--- src/verilog/ohc_pkg.sv ---
package ohc_pkg;
    // ==========================================================
    // Sizes and ranges
    localparam int NUM_CNT = 4;
    localparam int HOURS_W = 20;
    localparam int UNIT_W = 6;
    localparam int DATA_W = 32;
    localparam int ADDR_W = 8;
    localparam logic [19:0] HOURS_MAX = 20'h91a2b;
    localparam logic [5:0] UNIT_MAX = 6'h3b;
    // ==========================================================
    // Timing
    localparam int CLK_FREQ_HZ = 100_000_000;
    localparam int STEP_PERIOD_S = 1;
    localparam int STEP_CYCLES = CLK_FREQ_HZ * STEP_PERIOD_S;
    // ==========================================================
    // Register map
    localparam logic [7:0] OFS_GCTRL = 8'h00;
    localparam logic [7:0] OFS_IRQ_STAT = 8'h04;
    localparam logic [7:0] OFS_IRQ_MASK = 8'h08;
    localparam logic [2:0] CNT_FIRST_SLOT = 3'h1;
    localparam logic [2:0] CNT_LAST_SLOT = 3'h4;
    localparam logic [4:0] OFS_CTRL = 5'h00;
    localparam logic [4:0] OFS_PRESET = 5'h04;
    localparam logic [4:0] OFS_REF = 5'h08;
    localparam logic [4:0] OFS_HOURS = 5'h0c;
    localparam logic [4:0] OFS_MINSEC = 5'h10;
    localparam logic [4:0] OFS_FLAGS = 5'h14;
    // ==========================================================
    // Fields and reset values
    localparam int CTRL_W = 5;
    localparam int CTRL_EN_BIT = 0;
    localparam int CTRL_DIR_BIT = 1;
    localparam int CTRL_CLR_BIT = 2;
    localparam int CTRL_LOAD_BIT = 3;
    localparam int CTRL_GATE_BIT = 4;
    localparam logic [4:0] CTRL_RST = 5'h10;
    localparam int GCTRL_RUN_BIT = 0;
    localparam int MIN_LSB = 8;
    localparam int FLAG_THR_BIT = 0;
    localparam int FLAG_ZERO_BIT = 1;
    localparam int IRQ_W = 2 * NUM_CNT;
    localparam logic [7:0] IRQ_RST = 8'h00;
    localparam logic [1:0] RESP_OKAY = 2'h0;
    localparam logic [1:0] RESP_SLVERR = 2'h2;
endpackage

--- src/verilog/ohc_cnt_if.sv ---
`timescale 1ns/100ps
interface ohc_cnt_if;
    logic enable, dir, clear, load, gate, run, tick;
    logic [31:0] preset;
    logic [31:0] ref_val;
    logic [19:0] hours;
    logic [5:0] minutes, seconds;
    logic thr, zero;
    modport ctl (
        output enable, dir, clear, load, gate, run, tick, preset, ref_val,
        input hours, minutes, seconds, thr, zero
    );
    modport cnt (
        input enable, dir, clear, load, gate, run, tick, preset, ref_val,
        output hours, minutes, seconds, thr, zero
    );
endinterface

--- src/verilog/ohc_top.sv ---
// The AXI4-Lite slave port and the register offsets are this design's own decisions.
`timescale 1ns/100ps
// Functional notes
// - Four independent counters, each with own state
// - Seconds, minutes to 59; hours to 596523
// - Counts only while enable is high, when the gate option is on
// - Count kept in retentive storage
// - Hours compared with reference every cycle
// - Direction high counts down, low up
// - Up: flag while hours at least reference
// - Down: flag while hours at most reference
// - Load rising edge copies preset into hours, capped at 596523
// - Clear held high forces count to zero
// - Stop, run, reprogram leave count unchanged
// - No counting while program not running
// - Zero flag high when count is zero
// - Gate option off ignores enable input
module ohc_top #(
    parameter int STEP_CYCLES = ohc_pkg::STEP_CYCLES
) (
    input wire logic clk_sys,
    input wire logic nrst,
    input wire logic [7:0] s_axi_awaddr,
    input wire logic s_axi_awvalid,
    output logic s_axi_awready,
    input wire logic [31:0] s_axi_wdata,
    input wire logic [3:0] s_axi_wstrb,
    input wire logic s_axi_wvalid,
    output logic s_axi_wready,
    output logic [1:0] s_axi_bresp,
    output logic s_axi_bvalid,
    input wire logic s_axi_bready,
    input wire logic [7:0] s_axi_araddr,
    input wire logic s_axi_arvalid,
    output logic s_axi_arready,
    output logic [31:0] s_axi_rdata,
    output logic [1:0] s_axi_rresp,
    output logic s_axi_rvalid,
    input wire logic s_axi_rready,
    output logic irq
);
    localparam int N = ohc_pkg::NUM_CNT;

    // ==========================================================
    // Address decoding
    function automatic logic in_cnt(input logic [7:0] a);
        return (a[7:5] >= ohc_pkg::CNT_FIRST_SLOT) &&
            (a[7:5] <= ohc_pkg::CNT_LAST_SLOT);
    endfunction

    function automatic logic [1:0] cnt_idx(input logic [7:0] a);
        logic [2:0] s;
        s = a[7:5] - ohc_pkg::CNT_FIRST_SLOT;
        return s[1:0];
    endfunction

    function automatic logic is_mapped(input logic [7:0] a);
        logic ok;
        ok = 1'b0;
        if (in_cnt(a)) begin
            ok = (a[4:0] == ohc_pkg::OFS_CTRL) ||
                (a[4:0] == ohc_pkg::OFS_PRESET) ||
                (a[4:0] == ohc_pkg::OFS_REF) ||
                (a[4:0] == ohc_pkg::OFS_HOURS) ||
                (a[4:0] == ohc_pkg::OFS_MINSEC) ||
                (a[4:0] == ohc_pkg::OFS_FLAGS);
        end else begin
            ok = (a == ohc_pkg::OFS_GCTRL) ||
                (a == ohc_pkg::OFS_IRQ_STAT) ||
                (a == ohc_pkg::OFS_IRQ_MASK);
        end
        return ok;
    endfunction

    function automatic logic [31:0] apply_strb(
        input logic [31:0] old,
        input logic [31:0] d,
        input logic [3:0] s
    );
        logic [31:0] r;
        r = old;
        for (int b = 0; b < 4; b++) begin
            if (s[b]) begin
                r[8*b +: 8] = d[8*b +: 8];
            end
        end
        return r;
    endfunction

    // ==========================================================
    // Registers and counter status
    logic run_reg;
    logic [4:0] ctrl_reg [N];
    logic [31:0] preset_reg [N];
    logic [31:0] ref_reg [N];
    logic [7:0] irq_stat_reg, irq_mask_reg, irq_event;
    logic [3:0] thr_q_reg, zero_q_reg;
    logic [19:0] hours_w [N];
    logic [5:0] min_w [N];
    logic [5:0] sec_w [N];
    logic [3:0] thr_w, zero_w;
    logic tick;

    ohc_tick #(
        .STEP_CYCLES(STEP_CYCLES)
    ) u_tick (
        .clk_sys(clk_sys),
        .nrst(nrst),
        .tick(tick)
    );

    ohc_cnt_if cif [N] ();

    for (genvar g = 0; g < N; g++) begin : g_cnt
        assign cif[g].enable = ctrl_reg[g][ohc_pkg::CTRL_EN_BIT];
        assign cif[g].dir = ctrl_reg[g][ohc_pkg::CTRL_DIR_BIT];
        assign cif[g].clear = ctrl_reg[g][ohc_pkg::CTRL_CLR_BIT];
        assign cif[g].load = ctrl_reg[g][ohc_pkg::CTRL_LOAD_BIT];
        assign cif[g].gate = ctrl_reg[g][ohc_pkg::CTRL_GATE_BIT];
        assign cif[g].run = run_reg;
        assign cif[g].tick = tick;
        assign cif[g].preset = preset_reg[g];
        assign cif[g].ref_val = ref_reg[g];
        assign hours_w[g] = cif[g].hours;
        assign min_w[g] = cif[g].minutes;
        assign sec_w[g] = cif[g].seconds;
        assign thr_w[g] = cif[g].thr;
        assign zero_w[g] = cif[g].zero;
        assign irq_event[2*g] = thr_w[g] & ~thr_q_reg[g];
        assign irq_event[2*g+1] = zero_w[g] & ~zero_q_reg[g];

        ohc_counter u_cnt (
            .clk_sys(clk_sys),
            .nrst(nrst),
            .bus(cif[g])
        );
    end

    // ==========================================================
    // Write channel
    logic aw_held_reg, w_held_reg, bvalid_reg;
    logic [7:0] aw_addr_reg;
    logic [31:0] w_data_reg;
    logic [3:0] w_strb_reg;
    logic [1:0] bresp_reg;
    logic wr_fire, wr_ok, wr_cnt;
    logic [1:0] wr_idx;
    logic [4:0] wr_sub;

    assign s_axi_awready = ~aw_held_reg & ~bvalid_reg;
    assign s_axi_wready = ~w_held_reg & ~bvalid_reg;
    assign s_axi_bvalid = bvalid_reg;
    assign s_axi_bresp = bresp_reg;
    assign wr_fire = aw_held_reg & w_held_reg & ~bvalid_reg;
    assign wr_ok = is_mapped(aw_addr_reg);
    assign wr_cnt = in_cnt(aw_addr_reg);
    assign wr_idx = cnt_idx(aw_addr_reg);
    assign wr_sub = aw_addr_reg[4:0];

    always_ff @(posedge clk_sys or negedge nrst) begin
        if (!nrst) begin
            aw_held_reg <= 1'b0;
            aw_addr_reg <= 8'h00;
        end else if (s_axi_awvalid && s_axi_awready) begin
            aw_held_reg <= 1'b1;
            aw_addr_reg <= s_axi_awaddr;
        end else if (wr_fire) begin
            aw_held_reg <= 1'b0;
        end
    end

    always_ff @(posedge clk_sys or negedge nrst) begin
        if (!nrst) begin
            w_held_reg <= 1'b0;
            w_data_reg <= 32'h00000000;
            w_strb_reg <= 4'h0;
        end else if (s_axi_wvalid && s_axi_wready) begin
            w_held_reg <= 1'b1;
            w_data_reg <= s_axi_wdata;
            w_strb_reg <= s_axi_wstrb;
        end else if (wr_fire) begin
            w_held_reg <= 1'b0;
        end
    end

    always_ff @(posedge clk_sys or negedge nrst) begin
        if (!nrst) begin
            bvalid_reg <= 1'b0;
            bresp_reg <= ohc_pkg::RESP_OKAY;
        end else if (wr_fire) begin
            bvalid_reg <= 1'b1;
            bresp_reg <= wr_ok ? ohc_pkg::RESP_OKAY : ohc_pkg::RESP_SLVERR;
        end else if (s_axi_bready) begin
            bvalid_reg <= 1'b0;
        end
    end

    // Writes to read-only counter words are accepted and dropped
    always_ff @(posedge clk_sys or negedge nrst) begin
        if (!nrst) begin
            for (int i = 0; i < N; i++) begin
                ctrl_reg[i] <= ohc_pkg::CTRL_RST;
                preset_reg[i] <= 32'h00000000;
                ref_reg[i] <= 32'h00000000;
            end
        end else if (wr_fire && wr_cnt) begin
            case (wr_sub)
                ohc_pkg::OFS_CTRL: begin
                    if (w_strb_reg[0]) begin
                        ctrl_reg[wr_idx] <= w_data_reg[4:0];
                    end
                end
                ohc_pkg::OFS_PRESET: begin
                    preset_reg[wr_idx] <= apply_strb(preset_reg[wr_idx],
                        w_data_reg, w_strb_reg);
                end
                ohc_pkg::OFS_REF: begin
                    ref_reg[wr_idx] <= apply_strb(ref_reg[wr_idx],
                        w_data_reg, w_strb_reg);
                end
                default: begin
                end
            endcase
        end
    end

    always_ff @(posedge clk_sys or negedge nrst) begin
        if (!nrst) begin
            run_reg <= 1'b0;
            irq_mask_reg <= ohc_pkg::IRQ_RST;
        end else if (wr_fire && w_strb_reg[0]) begin
            if (aw_addr_reg == ohc_pkg::OFS_GCTRL) begin
                run_reg <= w_data_reg[ohc_pkg::GCTRL_RUN_BIT];
            end
            if (aw_addr_reg == ohc_pkg::OFS_IRQ_MASK) begin
                irq_mask_reg <= w_data_reg[7:0];
            end
        end
    end

    // ==========================================================
    // Interrupts
    logic [7:0] irq_clr;

    assign irq_clr = (wr_fire && w_strb_reg[0] &&
        aw_addr_reg == ohc_pkg::OFS_IRQ_STAT) ? w_data_reg[7:0] : 8'h00;

    always_ff @(posedge clk_sys or negedge nrst) begin
        if (!nrst) begin
            thr_q_reg <= 4'h0;
            zero_q_reg <= 4'h0;
            irq_stat_reg <= ohc_pkg::IRQ_RST;
        end else begin
            thr_q_reg <= thr_w;
            zero_q_reg <= zero_w;
            irq_stat_reg <= (irq_stat_reg & ~irq_clr) | irq_event;
        end
    end

    assign irq = |(irq_stat_reg & irq_mask_reg);

    // ==========================================================
    // Read channel
    logic rvalid_reg;
    logic [31:0] rdata_reg, rd_word;
    logic [1:0] rresp_reg;
    logic [1:0] rd_idx;

    assign s_axi_arready = ~rvalid_reg;
    assign s_axi_rvalid = rvalid_reg;
    assign s_axi_rdata = rdata_reg;
    assign s_axi_rresp = rresp_reg;
    assign rd_idx = cnt_idx(s_axi_araddr);

    always_comb begin
        rd_word = 32'h00000000;
        if (in_cnt(s_axi_araddr)) begin
            case (s_axi_araddr[4:0])
                ohc_pkg::OFS_CTRL: rd_word = {27'h0, ctrl_reg[rd_idx]};
                ohc_pkg::OFS_PRESET: rd_word = preset_reg[rd_idx];
                ohc_pkg::OFS_REF: rd_word = ref_reg[rd_idx];
                ohc_pkg::OFS_HOURS: rd_word = {12'h000, hours_w[rd_idx]};
                ohc_pkg::OFS_MINSEC: begin
                    rd_word[ohc_pkg::MIN_LSB +: 6] = min_w[rd_idx];
                    rd_word[5:0] = sec_w[rd_idx];
                end
                ohc_pkg::OFS_FLAGS: begin
                    rd_word[ohc_pkg::FLAG_THR_BIT] = thr_w[rd_idx];
                    rd_word[ohc_pkg::FLAG_ZERO_BIT] = zero_w[rd_idx];
                end
                default: rd_word = 32'h00000000;
            endcase
        end else begin
            case (s_axi_araddr)
                ohc_pkg::OFS_GCTRL: rd_word = {31'h0, run_reg};
                ohc_pkg::OFS_IRQ_STAT: rd_word = {24'h0, irq_stat_reg};
                ohc_pkg::OFS_IRQ_MASK: rd_word = {24'h0, irq_mask_reg};
                default: rd_word = 32'h00000000;
            endcase
        end
    end

    always_ff @(posedge clk_sys or negedge nrst) begin
        if (!nrst) begin
            rvalid_reg <= 1'b0;
            rdata_reg <= 32'h00000000;
            rresp_reg <= ohc_pkg::RESP_OKAY;
        end else if (s_axi_arvalid && s_axi_arready) begin
            rvalid_reg <= 1'b1;
            rdata_reg <= rd_word;
            rresp_reg <= is_mapped(s_axi_araddr) ? ohc_pkg::RESP_OKAY :
                ohc_pkg::RESP_SLVERR;
        end else if (s_axi_rready) begin
            rvalid_reg <= 1'b0;
        end
    end

    // ==========================================================
    // Checks
    bresp_hold_a: assert property (@(posedge clk_sys) disable iff (!nrst)
        s_axi_bvalid && !s_axi_bready
        |=> s_axi_bvalid && $stable(s_axi_bresp))
        else $error("write response dropped");
    rdata_hold_a: assert property (@(posedge clk_sys) disable iff (!nrst)
        s_axi_rvalid && !s_axi_rready
        |=> s_axi_rvalid && $stable(s_axi_rdata))
        else $error("read data dropped");
    bresp_time_a: assert property (@(posedge clk_sys) disable iff (!nrst)
        wr_fire |=> s_axi_bvalid)
        else $error("write response late");
    irq_set_a: assert property (@(posedge clk_sys) disable iff (!nrst)
        |(irq_event & irq_mask_reg) && !wr_fire |=> irq)
        else $error("unmasked event gave no interrupt");
    stat_sticky_a: assert property (@(posedge clk_sys) disable iff (!nrst)
        irq_stat_reg[0] && irq_clr[0] == 1'b0 |=> irq_stat_reg[0])
        else $error("status bit lost without clear");
    run_stop_a: assert property (@(posedge clk_sys) disable iff (!nrst)
        !run_reg && !ctrl_reg[0][ohc_pkg::CTRL_CLR_BIT] &&
        !ctrl_reg[0][ohc_pkg::CTRL_LOAD_BIT] |=> $stable(sec_w[0]))
        else $error("counter 0 moved while stopped");
endmodule

--- src/verilog/ohc_tick.sv ---
`timescale 1ns/100ps
module ohc_tick #(
    parameter int STEP_CYCLES = ohc_pkg::STEP_CYCLES
) (
    input wire logic clk_sys,
    input wire logic nrst,
    output logic tick
);
    localparam int CW = $clog2(STEP_CYCLES + 1);
    localparam logic [CW-1:0] LAST = CW'(STEP_CYCLES - 1);
    logic [CW-1:0] div_reg;

    always_ff @(posedge clk_sys or negedge nrst) begin
        if (!nrst) begin
            div_reg <= '0;
            tick <= 1'b0;
        end else if (div_reg == LAST) begin
            div_reg <= '0;
            tick <= 1'b1;
        end else begin
            div_reg <= div_reg + 1'b1;
            tick <= 1'b0;
        end
    end
endmodule

--- src/verilog/ohc_counter.sv ---
`timescale 1ns/100ps
module ohc_counter (
    input wire logic clk_sys,
    input wire logic nrst,
    ohc_cnt_if.cnt bus
);
    logic [19:0] hours_reg, hours_next;
    logic [5:0] min_reg, min_next, sec_reg, sec_next;
    logic load_q_reg, thr_reg, zero_reg;
    logic load_rise, step, at_max, at_zero;
    logic [31:0] hours_ext;

    assign hours_ext = {12'h000, hours_reg};
    assign load_rise = bus.load & ~load_q_reg;
    assign step = bus.tick & bus.run & (bus.enable | ~bus.gate);
    assign at_max = (hours_reg == ohc_pkg::HOURS_MAX) &&
        (min_reg == ohc_pkg::UNIT_MAX) && (sec_reg == ohc_pkg::UNIT_MAX);
    assign at_zero = (hours_reg == 20'h00000) && (min_reg == 6'h00) &&
        (sec_reg == 6'h00);

    // ==========================================================
    // Next count
    always_comb begin
        hours_next = hours_reg;
        min_next = min_reg;
        sec_next = sec_reg;
        if (bus.clear) begin
            hours_next = '0;
            min_next = '0;
            sec_next = '0;
        end else if (load_rise) begin
            hours_next = (bus.preset > {12'h000, ohc_pkg::HOURS_MAX}) ?
                ohc_pkg::HOURS_MAX : bus.preset[19:0];
            min_next = '0;
            sec_next = '0;
        end else if (step && !bus.dir && !at_max) begin
            if (sec_reg == ohc_pkg::UNIT_MAX) begin
                sec_next = '0;
                if (min_reg == ohc_pkg::UNIT_MAX) begin
                    min_next = '0;
                    hours_next = hours_reg + 20'h00001;
                end else begin
                    min_next = min_reg + 6'h01;
                end
            end else begin
                sec_next = sec_reg + 6'h01;
            end
        end else if (step && bus.dir && !at_zero) begin
            if (sec_reg == 6'h00) begin
                sec_next = ohc_pkg::UNIT_MAX;
                if (min_reg == 6'h00) begin
                    min_next = ohc_pkg::UNIT_MAX;
                    hours_next = hours_reg - 20'h00001;
                end else begin
                    min_next = min_reg - 6'h01;
                end
            end else begin
                sec_next = sec_reg - 6'h01;
            end
        end
    end

    // Retained count: system reset leaves it untouched
    always_ff @(posedge clk_sys) begin
        hours_reg <= hours_next;
        min_reg <= min_next;
        sec_reg <= sec_next;
    end

    always_ff @(posedge clk_sys or negedge nrst) begin
        if (!nrst) begin
            load_q_reg <= 1'b0;
            thr_reg <= 1'b0;
            zero_reg <= 1'b0;
        end else begin
            load_q_reg <= bus.load;
            thr_reg <= bus.dir ? (hours_ext <= bus.ref_val) :
                (hours_ext >= bus.ref_val);
            zero_reg <= at_zero;
        end
    end

    assign bus.hours = hours_reg;
    assign bus.minutes = min_reg;
    assign bus.seconds = sec_reg;
    assign bus.thr = thr_reg;
    assign bus.zero = zero_reg;

    // ==========================================================
    // Checks
    clear_zero_a: assert property (@(posedge clk_sys) disable iff (!nrst)
        bus.clear |=> at_zero)
        else $error("count not zero after clear");
    hold_off_a: assert property (@(posedge clk_sys) disable iff (!nrst)
        bus.gate && !bus.enable && !bus.clear && !load_rise
        |=> $stable(hours_reg) && $stable(sec_reg) && $stable(min_reg))
        else $error("count moved while disabled");
    no_run_a: assert property (@(posedge clk_sys) disable iff (!nrst)
        !bus.run && !bus.clear && !load_rise |=> $stable(sec_reg))
        else $error("count moved while program stopped");
    load_a: assert property (@(posedge clk_sys) disable iff (!nrst)
        load_rise && !bus.clear && bus.preset < 32'h00001000
        |=> hours_reg == $past(bus.preset[19:0]) && sec_reg == 6'h00)
        else $error("preset not loaded");
    up_step_a: assert property (@(posedge clk_sys) disable iff (!nrst)
        step && !bus.dir && !bus.clear && !load_rise && sec_reg < 6'h3b
        |=> sec_reg == $past(sec_reg) + 6'h01)
        else $error("second did not advance");
    sat_up_a: assert property (@(posedge clk_sys) disable iff (!nrst)
        at_max && !bus.dir && !bus.clear && !load_rise |=> at_max)
        else $error("count wrapped at top");
    thr_up_a: assert property (@(posedge clk_sys) disable iff (!nrst)
        !bus.dir && hours_ext >= bus.ref_val |=> thr_reg)
        else $error("threshold missed counting up");
    thr_dn_a: assert property (@(posedge clk_sys) disable iff (!nrst)
        bus.dir && hours_ext > bus.ref_val |=> !thr_reg)
        else $error("threshold held counting down");
    zero_flag_a: assert property (@(posedge clk_sys) disable iff (!nrst)
        !at_zero ##1 at_zero |=> zero_reg)
        else $error("zero flag missed");
    gate_off_a: assert property (@(posedge clk_sys) disable iff (!nrst)
        !bus.gate && !bus.enable && bus.run && bus.tick && !bus.dir &&
        !bus.clear && !load_rise && sec_reg < 6'h3b |=> !$stable(sec_reg))
        else $error("enable not ignored when gate off");
endmodule

--- config.mk ---
export PLATFORM = sky130hd
export DESIGN_NAME = ohc_top
export DESIGN_NICKNAME = d
export VERILOG_FILES = /design/src/verilog/ohc_pkg.sv /design/src/verilog/ohc_cnt_if.sv /design/src/verilog/ohc_top.sv /design/src/verilog/ohc_tick.sv /design/src/verilog/ohc_counter.sv
export SDC_FILE = /design/constraint.sdc
export NUM_CORES = 2
export LEC_CHECK = 0
export BUFFER_PORTS_ARGS = -buffer_cell sky130_fd_sc_hd__buf_2
export CAP_MARGIN = 40
export CELL_PAD_IN_SITES_DETAIL_PLACEMENT = 2
export CELL_PAD_IN_SITES_GLOBAL_PLACEMENT = 2
export CORE_MARGIN = 2
export CORE_UTILIZATION = 41
export CTS_CLUSTER_SIZE = 12
export DETAILED_ROUTE_END_ITERATION = 16
export PLACE_DENSITY_LB_ADDON = 0.05
export SLEW_MARGIN = 5
export SYNTH_ARGS = -nofsm -noshare
export SYNTH_HDL_FRONTEND = slang
export SYNTH_SLANG_ARGS = --single-unit
--- constraint.sdc ---
create_clock -name clk_sys -period 5.2 [get_ports clk_sys]
set_input_delay 0.78 -clock clk_sys [delete_from_list [all_inputs] [get_ports clk_sys]]
set_output_delay 0.78 -clock clk_sys [all_outputs]
set_load 0.02 [all_outputs]
# Word level (Yosys, flattened, before mapping)
# Index checks and enable logic that the tools add are counted.
# word_totals
in_bits,59
ff_bits,553
output_inout_bits,42
elab_cells,472
latch_bits,0
mem_count,0
romBits,0
mem_bits_rw,0
# classes
n_div,0
n_shift,0
muxes,157
n_eq_ne,39
n_bitwise,51
reduce_logical,125
n_lt_le_gt_ge,20
n_mul,0
n_addsub,27
# ops
cell,count
2-to-1 mux 20 bit,34
2-to-1 mux 32 bit,10
2-to-1 mux 6 bit,44
binary-select mux 32 bit (select 2 bit),4
bitwise mux 128 bit,2
2-to-1 mux 8 bit,25
greater-or-equal comparator 20 x 32 -> 1 bit,4
"greater-than comparator 32 x 20 -> 1 bit, second input constant",4
less-or-equal comparator 20 x 32 -> 1 bit,4
"adder 20 x 1 -> 20 bit, second input constant",4
"== test 20 bit, second input constant",4
logical NOT 20 bit,4
"subtractor 20 x 1 -> 20 bit, second input constant",4
demux 32 bit (select 2 bit),1
case mux 18 bit (3 select lines),1
"adder 6 x 1 -> 6 bit, second input constant",8
"== test 6 bit, second input constant",8
logical NOT 6 bit,8
"subtractor 6 x 1 -> 6 bit, second input constant",8
logical AND 1 bit,41
binary-select mux 20 bit (select 2 bit),1
nonzero test 3 bit,12
"adder 27 x 1 -> 27 bit, second input constant",1
"== test 27 bit, second input constant",1
other kinds (44),182

# Logic depth before layout (Yosys ltp)
# logic_depth
word_depth,9
depth_mapped,19
mapped_depth_nobuf,16

# Hierarchy
# A second synthesis with hierarchy kept.
# unflattened
cells_unflattened,3664
hier_area_um2,35765.6
# modules_own_cells
mod,seq_area_each_um2,area_each_um2,cells_each,instances
ohc_top,9589.2,19298.5,1585,1
ohc_counter at g_cnt[1].u_cnt ...,715.7,3748.6,490,2
ohc_counter at g_cnt[2].u_cnt,715.7,3842.4,480,1
ohc_counter at g_cnt[0].u_cnt,715.7,3769.9,484,1
ohc_tick,700.7,1357.6,135,1

# Least setup slack after synthesis
# Ideal clock, no wire load.
# synth_timing
path_type,reg-to-reg
startpoint,reg g_cnt[1].u_cnt.sec_reg[1]
endpoint,reg g_cnt[1].u_cnt.hours_reg[16]
arrival_ns,4.688
stages_incl_launch_ff,20
t_required_ns,5.124
path_slack_ns,0.437
period_less_slack_ns,4.763
path_cell_list,dfxtp_1 -> ha_1 -> nand2_1 -> or4_1 -> buf_2 -> or2_1 -> o31a_1 -> inv_2 -> buf_6 -> buf_2 -> ha_1 -> a21o_1 -> a21o_1 -> a2111oi_2 -> o31ai_1 -> a41o_1 -> o31a_1 -> o21ai_0 -> mux2_2 -> a21boi_0
# synth_via
elab_chain_len,6
# synth_lines
item,line_no,text
start: declaration,ohc_counter.sv:8,"logic [5:0] min_reg, min_next, sec_reg, sec_next;"
start signal: assignment,ohc_counter.sv:67,sec_reg <= sec_next;
== test 6 bit or logical NOT 6 bit (tied branches),--,
logical AND 1 bit (on tied branches),"ohc_counter.sv:17, ohc_counter.sv:18",
logical NOT 1 bit (on tied branches),"ohc_counter.sv:36, ohc_counter.sv:48",
logical AND 1 bit (on tied branches),"ohc_counter.sv:36, ohc_counter.sv:48",
inequality test 3 x 2 -> 1 bit (no line) (tied with other cells),--,
AND reduction 5 bit (no line) or 2-to-1 mux 20 bit (tied branches),--,
end signal: assignment,ohc_counter.sv:65,hours_reg <= hours_next;
end: declaration,ohc_counter.sv:7,"logic [19:0] hours_reg, hours_next;"
# Parallel ways exist; a longest one is shown, timed or not.
# A chain may end at the register's enable or synchronous reset.

# Worst setup path after layout
# layout_timing
startpoint,reg g_cnt[3].u_cnt.hours_reg[15]
endpoint,reg g_cnt[3].u_cnt.hours_reg[18]
# layout_via
elab_chain_len,7
# layout_lines
item,line_no
start: declaration,ohc_counter.sv:7
start signal: assignment,ohc_counter.sv:65
branches (longest 7 deep; another with subtractor 20 x 1 -> 20 bit),--
# Several ways; the timed one is not identified. The select of a mux whose other input is x is not followed.

==> results.md <==
* Min Hold Slack at 0.1840 ns
* Fin worst setup slack at 0.1362 ns
* Final setup viols at 0
* Die W at 295.2 um
* Pleak at 16.72 nW
* Die area at 87120 um^2
* Post-DP HPWL at 116.7 mm
* Ports at 101
* Period utilization at 97.38%
* MaxCap Viol Count at 0
* Drt first pass iters at 5
* RSZ-0062 raised after global routing: false
* CP Class: reg2reg
* Pwr dens at 536.0 nW/um^2
* Placed Instances at 4802
* Post-synth EDFFs at 0
* Setup_tns at 0 ns
* Final Hold Viols at 0
* Initial detailed-routing violation count at 2586
* Overall power at 21.13 mW
* Synthesis-stage register bit count at 551
* Post-layout util at 47.02%
* Finished Layout Cells at 4927
* Crit-path max FO at 12
* Worst vdd ir at 0.2773 mV
* Layout cell share with drive strength beyond 1 at 17.19%
* Design Area, Final at 39410 um^2
* DR WL/cell at 31.62 um
* Worst Max-Slew Pin Slew at 0.9458 ns
* Clock buffer count from CTS at 70
* Synthesis Warnings at 0
* Mapped Avg Cell Area at 9.549 um^2
* Hold Path Class: in2async
* Relative slew slack at 36.28%
* Initial antenna violation count at 6
* Min Tclk post-route at 5.064 ns
* Total congestion overflow at 0
* Reg-to-Reg End: g_cnt[3].u_cnt.bus.hours[18]
* Most frequent cells in the layout: nand2_1 (442), dfrtp_1 (418), o21ai_0 (394)
* Gr usage total at 35.91%
* Routed wire length at 155.8 mm
* WP data arrival at 5.57 ns
* Remaining antenna violation count at 0
* Row Count at 106
* CTS H-tree depth at 3
* RD Place Congestion at 0.9072
* Vias in the first global route at 33890
* Worst-case reg-to-reg path depth at 16
* DRC violations left at 0
* Status: finished, final reports clean
* Worst-skew pair later-pin latency at 0.64 ns
* Crit end category: flop
* Max-slew violation count at 0
* Gate Count Post-Synth at 3640
* Average vias per placed instance at 6.466
* Area Growth Syn to Fin at 13.40%
* Core Area at 83820 um^2
* DP Area at 37100 um^2
* R2R Setup Slk at 0.14 ns
* Top_reg_cell synth: dfrtp_1
* Area of the multi-input gates at 20230 um^2
* Post-synth ARST share at 76.77%
* Cell variety after synth at 99
* Highest Clock Rate at 197.5 MHz
* Initial Utilization at 41.47%
* Clock Skews at 0.02692 ns
* Clock-pin slew on the worst setup and hold paths at 0.07 ns
* Post-Syn Area at 34760 um^2
* Port bufs at 98
* CTS root buffer: clkbuf_16
* Post-layout net count at 3988
* Flip-flop and latch area at 13160 um^2
* Dpl ws at 0.1637 ns
* WP data required at 5.71 ns
* Worst Setup SP: g_cnt[3].u_cnt.bus.hours[15]
* CTS tree: yes
* Crit path capture: g_cnt[3].u_cnt.bus.hours[18]
* Clk buf depth at 3
* Num Clock Sinks at 551
* First-pass GRT wire length at 232.5 mm
* Pin count of the biggest net entering global routing at 101
* Die height at 295.2 um
* Filler cell count at 8898
* Most common cell after layout, fill and taps aside: nand2_1
* Reg-to-Reg Start: g_cnt[3].u_cnt.bus.hours[15]
* Seq/Total Area, Yosys at 37.84%
* Via count at 31860
* Crit start category: flop
## cells by family (layout without fill, tap and decap cells)
group / after synthesis / count (layout) / synth area share, %
XOR/XNOR: 102 / 102 / 2.592
multiplexers: 320 / 320 / 15.50
AND/OR/NAND/NOR: 1073 / 1073 / 14.26
adder cells (fa/ha/maj): 189 / 189 / 6.890
buffers and inverters: 373 / 524 / 4.255
flip-flops: 551 / 551 / 37.84
AO/OA/AOI/OAI: 1031 / 1031 / 18.65
other: 1 / 3 / 0.01079
## Yosys cell counts (all sizes together) (21+ instances only)
| library cell | instances | area (um^2) |
|---|---|---|
| clkbuf | 145 | 545.5 |
| inv | 163 | 611.8 |
| nand3 | 79 | 395.4 |
| mux2i | 81 | 810.8 |
| o21ai | 398 | 1996 |
| buf | 65 | 321.6 |
| nor4 | 49 | 312.8 |
| dfxtp | 128 | 2562 |
| a22o | 41 | 359.1 |
| mux2 | 72 | 810.8 |
| a21o | 74 | 555.5 |
| xor2 | 45 | 394.1 |
| a221oi | 36 | 315.3 |
| ha | 185 | 2315 |
| dfrtp | 419 | 10490 |
| nand2 | 451 | 1693 |
| xnor2 | 57 | 506.7 |
| nand4 | 44 | 275.3 |
| o21a | 25 | 187.7 |
| a21oi | 220 | 1105 |
| nand2b | 22 | 137.6 |
| and3 | 21 | 131.4 |
| a31oi | 26 | 168.9 |
| nor2b | 26 | 162.7 |
| mux4 | 167 | 3765 |
| nor2 | 209 | 789.5 |
| a22oi | 30 | 225.2 |
| a211oi | 26 | 205.2 |
| nor3 | 84 | 425.4 |
## worst max-delay path, stage by stage, from the launching register on
cell,delay (ns)
dfxtp_1,0.38
nor4_1,0.40
buf_4,0.20
nand3_1,0.29
or4_4,0.69
o21a_1,0.23
inv_2,0.25
buf_4,0.28
ha_1,0.33
and2_1,0.20
o21ai_0,0.25
o21ai_0,0.19
o21a_1,0.22
a41o_1,0.28
o31ai_1,0.33
nor3_1,0.08
o31a_1,0.31
## timing repair
item | in CTS | in global routing
endpoints found under the setup margin | 0 | 3
buffers inserted | 0 | 0
hold buffers | 0 | 0
gates resized for setup | 0 | 3
## worst min-delay path by stage
stage          depth (start not counted)               startpoint                  to  slack, ns
6_report                               1                     nrst  cif[1].ref_val[27]       0.18
5_1_grt                                1                     nrst  cif[2].ref_val[26]       0.25
3_3_place_gp                           0  g_cnt[0].u_cnt.bus.zero       zero_q_reg[0]       0.38
2_1_floorplan                          0   g_cnt[1].u_cnt.bus.thr        thr_q_reg[1]       0.37
4_1_cts                                1                     nrst  cif[2].ref_val[26]       0.22
3_5_place_dp                           0  g_cnt[0].u_cnt.bus.zero       zero_q_reg[0]       0.39
## routing by layer
layer / share of wire [%] / up-vias / global-route usage [%] / routed length [um]
li1: - / 13620 / - / -
met1: 43 / 16840 / 48.90 / 67120
met2: 45 / 1079 / 55.94 / 69990
met3: 7.2 / 316 / 7.037 / 11250
met4: 4.8 / 4 / 14.92 / 7404
met5: 0.017 / - / 0 / 26
## layout make-up
class | count | area share [%]
clock buffers | 105 | 5.187
inverters | 163 | 1.552
clock inverters | 19 | 0.6444
multi-input cells | 2717 | 51.33
repair buffers | 237 | 4.305
diodes | 1 | 0.006349
well taps | 1134 | 3.600
flip-flops and latches | 551 | 33.38
## power by group
group	switching, mW	internal, mW
sequential	1.42	5.06
clock	2.05	3.01
combinational	5.70	3.89
total	9.17	12.0
No activity file was read; power rests on OpenSTA's default activity.
